**config.mk**
```make
export PLATFORM = sky130hd
export DESIGN_NAME = tcmc_top
export DESIGN_NICKNAME = d
export VERILOG_FILES = /design/src/design/tcmc_pkg.sv /design/src/design/tcmc_top.sv
export SDC_FILE = /design/constraint.sdc
export NUM_CORES = 1
export LEC_CHECK = 0
export BUFFER_PORTS_ARGS = -buffer_cell sky130_fd_sc_hd__buf_2
export CORE_MARGIN = 4
export CORE_UTILIZATION = 61
export CTS_CLUSTER_SIZE = 8
export DETAILED_ROUTE_END_ITERATION = 7
export PLACE_DENSITY = 0.81
export SYNTH_ARGS = -nofsm -noshare
export SYNTH_HDL_FRONTEND = slang
export SYNTH_SLANG_ARGS = --single-unit
```
**constraint.sdc**
```tcl
create_clock -name i_clk -period 6.75 [get_ports i_clk]
set_input_delay 0.675 -clock i_clk [delete_from_list [all_inputs] [get_ports i_clk]]
set_output_delay 0.675 -clock i_clk [all_outputs]
set_load 0.1 [all_outputs]
```
**src/design/tcmc_pkg.sv**
```systemverilog
package tcmc_pkg;
   // Register offsets on the plain register port (pointer values)
   localparam logic [1:0] ADDR_TEMP = 2'h0;
   localparam logic [1:0] ADDR_CONF = 2'h1;
   localparam logic [1:0] ADDR_TLOW = 2'h2;
   localparam logic [1:0] ADDR_THIGH = 2'h3;
   // Extra registers, reached with the high address bit set
   localparam logic [2:0] ADDR_IRQ_STAT = 3'h4;
   localparam logic [2:0] ADDR_IRQ_MASK = 3'h5;
   localparam logic [2:0] ADDR_SAMPLE = 3'h6;
   localparam logic [2:0] ADDR_STATE = 3'h7;
   // Configuration field positions
   localparam int CONF_SINGLE_SHOT_POS = 15;
   localparam int CONF_RATE_HI_POS = 14;
   localparam int CONF_RATE_LO_POS = 13;
   localparam int CONF_THERMOSTAT_POS = 9;
   localparam int CONF_POWER_DOWN_POS = 8;
   // Reset values
   localparam logic [15:0] CONF_RESET = 16'h00ff;
   localparam logic [15:0] TLOW_RESET = 16'h4b00;
   localparam logic [15:0] THIGH_RESET = 16'h5000;
   localparam logic [15:0] TEMP_RESET = 16'h0000;
   localparam logic [7:0] CONF_RESERVED = 8'hff;
   // Interrupt status bit positions
   localparam int IRQ_DONE_POS = 0;
   localparam int IRQ_SHUTDOWN_POS = 1;
   localparam int IRQ_SINGLE_POS = 2;
   localparam int IRQ_W = 3;
   // Timing: conversion time and rate periods
   localparam int CLK_MHZ = 250;
   localparam int CONV_TIME_US = 27000;
   localparam int CONV_CYCLES = CONV_TIME_US * CLK_MHZ;
   localparam int RATE_18HZ = 18;
   localparam int RATE_9HZ = 9;
   localparam int RATE_4HZ = 4;
   localparam int CLK_HZ = CLK_MHZ * 1000000;
   // Idle delay = period minus conversion time, rounded down
   localparam int DELAY_18_CYCLES = CLK_HZ / RATE_18HZ - CONV_CYCLES;
   localparam int DELAY_9_CYCLES = CLK_HZ / RATE_9HZ - CONV_CYCLES;
   localparam int DELAY_4_CYCLES = CLK_HZ / RATE_4HZ - CONV_CYCLES;

   typedef enum logic [1:0] {
      TCMC_CONVERT = 2'b00,
      TCMC_DELAY = 2'b01,
      TCMC_SHUTDOWN = 2'b11
   } tcmc_state_t;

   typedef struct packed {
      logic [2:0] addr;
      logic [15:0] wdata;
      logic wr;
      logic rd;
      logic [1:0] byte_en;
   } tcmc_req_t;
endpackage

```
**src/design/tcmc_top.sv**
```systemverilog
// Local design decisions: the plain strobed port and the register addresses.
`timescale 1ns/1ns
// Overview of operation
// - Continuous conversions each overwrite the temperature result register.
// - Rate field 00/01/10/11 selects 37, 18, 9, 4 Hz.
// - A conversion takes 27 ms from start to result.
// - Slower rates: convert, power down, wait selected delay, convert again.
// - At 37 Hz the next conversion starts right after the last.
// - After reset or general-call reset a conversion starts at once.
// - Power-down bit set: finish current conversion, then shut down.
// - Power-down bit clear: continuous conversion at selected rate.
// - Rising edge of internal shutdown clears alert and fault counter.
// - Rewriting power-down while shut down clears nothing.
// - In shutdown, writing single-shot bit 1 starts one conversion.
// - Single-shot completion updates result and returns to shutdown.
// - Single-shot bit always reads back 0.
// - A write of only the high byte updates only that byte.
// - Result is 12 bits in the top of the 16-bit register.
// - Thermostat bit: 0 comparator alert, 1 interrupt alert.
module tcmc_top #(
   parameter int CONV_CYC = tcmc_pkg::CONV_CYCLES,
   parameter int DELAY18_CYC = tcmc_pkg::DELAY_18_CYCLES,
   parameter int DELAY9_CYC = tcmc_pkg::DELAY_9_CYCLES,
   parameter int DELAY4_CYC = tcmc_pkg::DELAY_4_CYCLES
) (
   input wire logic i_clk,
   input wire logic i_reset_n,
   input wire logic i_gencall_reset,
   input wire logic [2:0] i_addr,
   input wire logic [15:0] i_wdata,
   input wire logic [1:0] i_byte_en,
   input wire logic i_wr,
   input wire logic i_rd,
   output logic [15:0] o_rdata,
   input wire logic [11:0] i_adc_sample,
   output logic o_adc_power,
   output logic o_shutdown,
   output logic o_alert_clear,
   output logic o_thermostat_mode,
   output logic [1:0] o_fault_queue,
   output logic o_alert_pol,
   output logic [15:0] o_tlow,
   output logic [15:0] o_thigh,
   output logic o_result_valid,
   output logic o_irq
);
   localparam int CW = 34;

   tcmc_pkg::tcmc_req_t req;
   tcmc_pkg::tcmc_state_t state_r;
   logic [15:0] conf_r;
   logic [15:0] tlow_r;
   logic [15:0] thigh_r;
   logic [15:0] temp_r;
   logic [CW-1:0] cnt_r;
   // Wide enough for the longest idle delay at the rated clock
   logic [CW-1:0] delay_cyc;

   logic single_pend_r;
   logic single_run_r;
   logic shut_r;
   logic shut_d_r;

   logic [tcmc_pkg::IRQ_W-1:0] irq_stat_r;
   logic [tcmc_pkg::IRQ_W-1:0] irq_mask_r;
   logic [tcmc_pkg::IRQ_W-1:0] irq_set;
   logic irq_pend;
   logic stat_rd;
   logic mask_wr;

   logic soft_rst;
   logic conv_done;
   logic delay_done;
   logic conf_wr;
   logic single_req;
   logic pd_bit;
   logic [1:0] rate;
   logic shut_rise;

   logic [15:0] rd_mux;

   assign req = '{addr: i_addr, wdata: i_wdata, wr: i_wr, rd: i_rd, byte_en: i_byte_en};
   assign soft_rst = !i_reset_n || i_gencall_reset;
   assign pd_bit = conf_r[tcmc_pkg::CONF_POWER_DOWN_POS];
   assign rate = {conf_r[tcmc_pkg::CONF_RATE_HI_POS], conf_r[tcmc_pkg::CONF_RATE_LO_POS]};
   assign conf_wr = req.wr && req.addr == {1'b0, tcmc_pkg::ADDR_CONF};
   // A write that also clears power-down leaves shutdown, so it starts no single shot
   assign single_req = conf_wr && req.byte_en[1]
      && req.wdata[tcmc_pkg::CONF_SINGLE_SHOT_POS]
      && req.wdata[tcmc_pkg::CONF_POWER_DOWN_POS];
   assign conv_done = state_r == tcmc_pkg::TCMC_CONVERT
      && cnt_r == CW'(CONV_CYC - 1);
   // A rate of 00 written in mid-delay ends the delay at once instead of hanging
   assign delay_done = state_r == tcmc_pkg::TCMC_DELAY
      && (delay_cyc == '0
      || cnt_r >= delay_cyc - CW'(1));
   assign shut_rise = shut_r && !shut_d_r;
   assign stat_rd = req.rd && req.addr == tcmc_pkg::ADDR_IRQ_STAT;
   assign mask_wr = req.wr && req.addr == tcmc_pkg::ADDR_IRQ_MASK;

   // Delay after a conversion, chosen by the rate field
   always_comb begin
      case (rate)
         2'b01: begin
            delay_cyc = CW'(DELAY18_CYC);
         end
         2'b10: begin
            delay_cyc = CW'(DELAY9_CYC);
         end
         2'b11: begin
            delay_cyc = CW'(DELAY4_CYC);
         end
         default: begin
            delay_cyc = '0;
         end
      endcase
   end

   // Configuration and limit registers, byte-wise writable
   always_ff @(posedge i_clk) begin
      if (soft_rst) begin
         conf_r <= tcmc_pkg::CONF_RESET;
         tlow_r <= tcmc_pkg::TLOW_RESET;
         thigh_r <= tcmc_pkg::THIGH_RESET;
      end else if (req.wr && !req.addr[2]) begin
         // Reserved low byte of the configuration is not stored; it reads as all ones
         case (req.addr[1:0])
            tcmc_pkg::ADDR_CONF: begin
               if (req.byte_en[1]) begin
                  conf_r[15:8] <= {1'b0, req.wdata[14:8]};
               end
            end

            tcmc_pkg::ADDR_TLOW: begin
               if (req.byte_en[1]) begin
                  tlow_r[15:8] <= req.wdata[15:8];
               end
               if (req.byte_en[0]) begin
                  tlow_r[7:4] <= req.wdata[7:4];
               end
            end

            tcmc_pkg::ADDR_THIGH: begin
               if (req.byte_en[1]) begin
                  thigh_r[15:8] <= req.wdata[15:8];
               end
               if (req.byte_en[0]) begin
                  thigh_r[7:4] <= req.wdata[7:4];
               end
            end

            default: begin
            end
         endcase
      end
   end

   // Single-shot request taken only in shutdown, held until the sequencer leaves it
   // A request outside shutdown is dropped; the running mode has no use for it
   always_ff @(posedge i_clk) begin
      if (soft_rst) begin
         single_pend_r <= 1'b0;
      end else if (single_req && state_r == tcmc_pkg::TCMC_SHUTDOWN) begin
         single_pend_r <= 1'b1;
      end else if (state_r != tcmc_pkg::TCMC_SHUTDOWN) begin
         single_pend_r <= 1'b0;
      end
   end

   // Conversion sequencer
   always_ff @(posedge i_clk) begin
      if (soft_rst) begin
         state_r <= tcmc_pkg::TCMC_CONVERT;
         cnt_r <= '0;
         single_run_r <= 1'b0;
      end else begin
         case (state_r)
            tcmc_pkg::TCMC_CONVERT: begin
               if (conv_done) begin
                  cnt_r <= '0;
                  if (pd_bit || single_run_r) begin
                     state_r <= tcmc_pkg::TCMC_SHUTDOWN;
                  end else if (rate == 2'b00) begin
                     state_r <= tcmc_pkg::TCMC_CONVERT;
                  end else begin
                     state_r <= tcmc_pkg::TCMC_DELAY;
                  end
                  single_run_r <= 1'b0;
               end else begin
                  cnt_r <= cnt_r + CW'(1);
               end
            end

            tcmc_pkg::TCMC_DELAY: begin
               if (pd_bit) begin
                  state_r <= tcmc_pkg::TCMC_SHUTDOWN;
                  cnt_r <= '0;
               end else if (delay_done) begin
                  state_r <= tcmc_pkg::TCMC_CONVERT;
                  cnt_r <= '0;
               end else begin
                  cnt_r <= cnt_r + CW'(1);
               end
            end

            tcmc_pkg::TCMC_SHUTDOWN: begin
               // Register side stays up; only the converter is idle here
               cnt_r <= '0;
               if (single_pend_r) begin
                  state_r <= tcmc_pkg::TCMC_CONVERT;
                  single_run_r <= 1'b1;
               end else if (!pd_bit) begin
                  state_r <= tcmc_pkg::TCMC_CONVERT;
               end
            end

            default: begin
               state_r <= tcmc_pkg::TCMC_CONVERT;
               cnt_r <= '0;
            end
         endcase
      end
   end

   // Result register: whole word written in one edge, so reads never mix conversions
   always_ff @(posedge i_clk) begin
      if (soft_rst) begin
         temp_r <= tcmc_pkg::TEMP_RESET;
         o_result_valid <= 1'b0;
      end else if (conv_done) begin
         temp_r <= {i_adc_sample, 4'h0};
         o_result_valid <= 1'b1;
      end
   end

   // Internal shutdown signal and its rising edge
   always_ff @(posedge i_clk) begin
      if (soft_rst) begin
         shut_r <= 1'b0;
         shut_d_r <= 1'b0;
      end else begin
         shut_r <= state_r == tcmc_pkg::TCMC_SHUTDOWN && !single_run_r;
         shut_d_r <= shut_r;
      end
   end

   // Edge only, so a repeated power-down write while shut down clears nothing
   always_ff @(posedge i_clk) begin
      if (soft_rst) begin
         o_alert_clear <= 1'b0;
      end else begin
         o_alert_clear <= shut_rise;
      end
   end

   // Interrupt status: set wins over read-clear
   assign irq_set[tcmc_pkg::IRQ_DONE_POS] = conv_done;
   assign irq_set[tcmc_pkg::IRQ_SHUTDOWN_POS] = shut_rise;
   assign irq_set[tcmc_pkg::IRQ_SINGLE_POS] = conv_done && single_run_r;
   // Counting the event in its own cycle raises the line one clock sooner
   assign irq_pend = |((irq_stat_r | irq_set) & irq_mask_r);

   // One sticky bit per event
   for (genvar gi = 0; gi < tcmc_pkg::IRQ_W; gi++) begin : g_irq
      always_ff @(posedge i_clk) begin
         if (soft_rst) begin
            irq_stat_r[gi] <= 1'b0;
         end else if (irq_set[gi]) begin
            irq_stat_r[gi] <= 1'b1;
         end else if (stat_rd) begin
            irq_stat_r[gi] <= 1'b0;
         end
      end
   end

   always_ff @(posedge i_clk) begin
      if (soft_rst) begin
         irq_mask_r <= '0;
      end else if (mask_wr) begin
         irq_mask_r <= req.wdata[tcmc_pkg::IRQ_W-1:0];
      end
   end

   always_ff @(posedge i_clk) begin
      if (soft_rst) begin
         o_irq <= 1'b0;
      end else begin
         o_irq <= irq_pend;
      end
   end

   // Read multiplexer; unmapped reads give zero
   always_comb begin
      case (req.addr)
         {1'b0, tcmc_pkg::ADDR_TEMP}: begin
            rd_mux = temp_r;
         end
         {1'b0, tcmc_pkg::ADDR_CONF}: begin
            rd_mux = {1'b0, conf_r[14:8], tcmc_pkg::CONF_RESERVED};
         end
         {1'b0, tcmc_pkg::ADDR_TLOW}: begin
            rd_mux = {tlow_r[15:4], 4'h0};
         end
         {1'b0, tcmc_pkg::ADDR_THIGH}: begin
            rd_mux = {thigh_r[15:4], 4'h0};
         end
         tcmc_pkg::ADDR_IRQ_STAT: begin
            rd_mux = {13'h0000, irq_stat_r};
         end
         tcmc_pkg::ADDR_IRQ_MASK: begin
            rd_mux = {13'h0000, irq_mask_r};
         end
         tcmc_pkg::ADDR_SAMPLE: begin
            rd_mux = {4'h0, i_adc_sample};
         end
         tcmc_pkg::ADDR_STATE: begin
            rd_mux = {13'h0000, single_run_r, state_r};
         end
         default: begin
            rd_mux = '0;
         end
      endcase
   end

   // Read data stand in the cycle after the strobe only
   always_ff @(posedge i_clk) begin
      if (soft_rst) begin
         o_rdata <= '0;
      end else if (req.rd) begin
         o_rdata <= rd_mux;
      end else begin
         o_rdata <= '0;
      end
   end

   assign o_adc_power = state_r == tcmc_pkg::TCMC_CONVERT;
   assign o_shutdown = shut_r;
   assign o_thermostat_mode = conf_r[tcmc_pkg::CONF_THERMOSTAT_POS];
   assign o_fault_queue = conf_r[12:11];
   assign o_alert_pol = conf_r[10];
   assign o_tlow = tlow_r;
   assign o_thigh = thigh_r;
endmodule // tcmc_top

```
==> results.md <==
* Ys flop type: dfxtp_1
* H-tree depth at 3
* Worst hold path endpoint: temp_r[8]
* Share of layout cells above drive strength 1 at 0.216
* CP Capture Type: register
* Slew Viols, Final at 0
* DR vias at 4914
* Sw Share at 0.287
* Seq/Total Area, Yosys at 0.377
* Critical path class: register to register
* Distinct cells, synth at 58
* Setup TNS at 0 ps
* First-pass GRT wire length at 22800 um
* Horiz. Die Dim at ~110 um
* Hold Crit Depth at 2
* Gr ovfl total at 0
* #FFs+latches synth at 108
* Switching power at approximately 320 uW
* Worst vdd rail ir drop at 108 uV
* Largest stage delay on the critical path at 560 ps
* Core box area at 9200 um^2
* Worst hold path class: register to register
* Worst R2R End: cnt_r[3]
* Hold Buf Count CTS at 0
* Syn Area/Cell at 9.04 um^2
* Worst skew pair latency at 380 ps
* Internal power at just over 800 uW
* Initial drt markers at 334
* Hold Violations, Final at 0
* Combinational share of power at 0.095
* Root buffer cell: clkbuf_8
* I/O Buffers at 85
* First drt pass iteration count at 5
* Synthesized area at roughly 5700 um^2
* Post-route DRC at 0
* CTS Sinks at 108
* Vias in the first global route at around 4700
* Nets at 774
* Rel. slew slack at 0.316
* Period minus WS final at ~3400 ps
* Most common cell in the netlist: dfxtp_1
* Initial antenna violation count at 0
* Initial Util at 0.624
* R2r startpoint: conf_r[14]
* Final ANT Viol Nets at 0
* Period utilization at 0.503
* Clock slew seen by the registers of the worst setup and hold paths at 110 ps
* Total CTS buffers at 9
* Worst slew pin tran at 1030 ps
* Fraction of registers with async set/reset at 0
* Top cells by area, synth: dfxtp_1 38%, ha_1 8.1%, mux2i_1 5.9%
* CP Launch Type: register
* Max Freq at 295 MHz
* Hold_ws at about 470 ps
* Reg2reg path depth at 11
* Synthesis-to-layout area growth at 9.42%
* Crit-path cells: inv_1 > ha_1 > inv_1 > ha_1 > a211oi_1 > o21ai_1 > a41oi_1 > nor3b_4 > o211ai_4 > buf_4 > a21oi_1
* Dpl hpwl at 10100 um
* Setup-failing EPs final at 0
* Post-CTS sizing at 0
* Hold path start: temp_r[8]
* Detailed Route WL at ~14000 um
* Crit-path max FO at 34
* Worst Skew at between 10 and 15 ps
* Clock power share at 0.336
* WL/cell at 17.2 um
* YS warnings at 0
* Post-synth EDFFs at 0
* Max cap viols at 0
* Max clock buf depth at 2
* Inserted Diodes at 0
* Setup bufs post-CTS at 0
* Status: finished, final reports clean
* Worst Path Required at 7060 ps
* PwrDens at 180 nW/um^2
* Largest net degree at the start of global routing at 51
* Layout Cells excl Fill at around 800
* Die Y at ~110 um
* Worst EP arrival at 3700 ps
* Synth top area share at 0.377
* Flop pwr share at 0.569
* Via density at 6.04
* Die area at 11000 um^2
* Reg2reg setup slack at around 3400 ps
* Slowest CP cell: dfxtp_1
* Post-synth top cells: 108 x dfxtp_1, 70 x nand2_1, 67 x nor2_1
* Total GRT Usage at 0.251
* RD Place Congestion at slightly above 0.9
* Io pins at 95
* Post-Syn Instances at 635
* Placed Cells at 799
* Area leader, netlist: dfxtp_1
* RSZ-0062 raised after global routing: no
* CTS tree: built
* Static Leak at about 0.0026 uW
* Cell row count at 35
## how the worst max path moves through the flow
stage                     from  endpoint  slack (ps)  cells after the start
floorplan           conf_r[14]  cnt_r[5]        4070                     11
global placement    conf_r[14]  cnt_r[0]        3570                     11
detailed placement  conf_r[14]  cnt_r[3]        3400                     11
CTS                 conf_r[14]  cnt_r[3]        3360                     11
global route        conf_r[14]  cnt_r[2]        3150                     11
finish              conf_r[14]  cnt_r[3]        3360                     11
## routing by layer
| metal | vias to the layer above | global-route usage | part of all wire |
|---|---|---|---|
| li1 | 2364 | - | - |
| met1 | 2319 | 0.321 | 0.43 |
| met2 | 191 | 0.417 | 0.47 |
| met3 | 40 | 0.0556 | 0.070 |
| met4 | 0 | 0.0862 | 0.025 |
| met5 | - | 0 | 0 |
## kinds of logic (layout without fill, tap and decap cells)
| logic type | after synthesis | in the layout | synth area share |
|---|---|---|---|
| buf+inv | 48 | 109 | 0.0477 |
| mux | 41 | 41 | 0.0730 |
| compound gates | 129 | 129 | 0.161 |
| fa+ha+maj | 37 | 37 | 0.0807 |
| simple gates | 236 | 236 | 0.207 |
| other cells | 1 | 8 | 0.000653 |
| flops | 108 | 108 | 0.377 |
| xor+xnor | 35 | 35 | 0.0534 |
## flip-flops by register name, indices dropped and copies added (netlist names), 2 cells and up
name,count
o_rdata,16
irq_mask_r,3
irq_stat_r,3
o_thigh,12
cnt_r,34
o_tlow,12
temp_r,12
conf_r,7
state_r,2
## stage by stage
step                      utilization  power (uW)  setup slack (ps)  cell area [um^2]
after floorplan                     -         739              4070              5770
after global placement          0.663         759              3570              6100
after detailed placement        0.663         762              3400              6100
after CTS                       0.683        1130              3360              6280
after global routing            0.683        1160              3150              6280
final                           0.683        1130              3360              6280
## area by class of cell
cell class	count	area (um^2)
sequential	108	2160
fill	760	2920
clock buffer	9	124
clock inverter	6	56.3
timing repair buffer	87	440
inverter	7	26.3
tap	111	139
multi-input combinational	486	3330
## worst max-delay path: cells and delay by family (launching register included)
family	cells	cell delay [ps]
AO/OA/AOI/OAI	5	990
adder cells (fa/ha/maj)	2	600
buffers and inverters	3	810
flip-flops	1	560
AND/OR/NAND/NOR	1	350
## power groups by stage
stage               registers [uW]  clock network [uW]  logic [uW]
global route                   643                 409         113
floorplan                      674                   0        65.7
CTS                            642                 384         106
global placement               656                   0         103
finish                         642                 379         107
detailed placement             657                   0         105
## cell usage in the layout, fill, tap and decap left out, drive strengths merged, types with 7 or more instances in the layout
cell / n
a21oi: 79
conb: 8
ha: 37
mux2i: 34
buf: 87
clkbuf: 9
o21ai: 9
nor4: 7
inv: 9
nand2: 70
nor2: 68
dfxtp: 108
xnor2: 10
nor2b: 8
xor2: 25
nor3: 10
and2: 7
mux2: 7
nand3: 28
nand4: 15
a211oi: 10
Power figures use the tool's default switching activity.
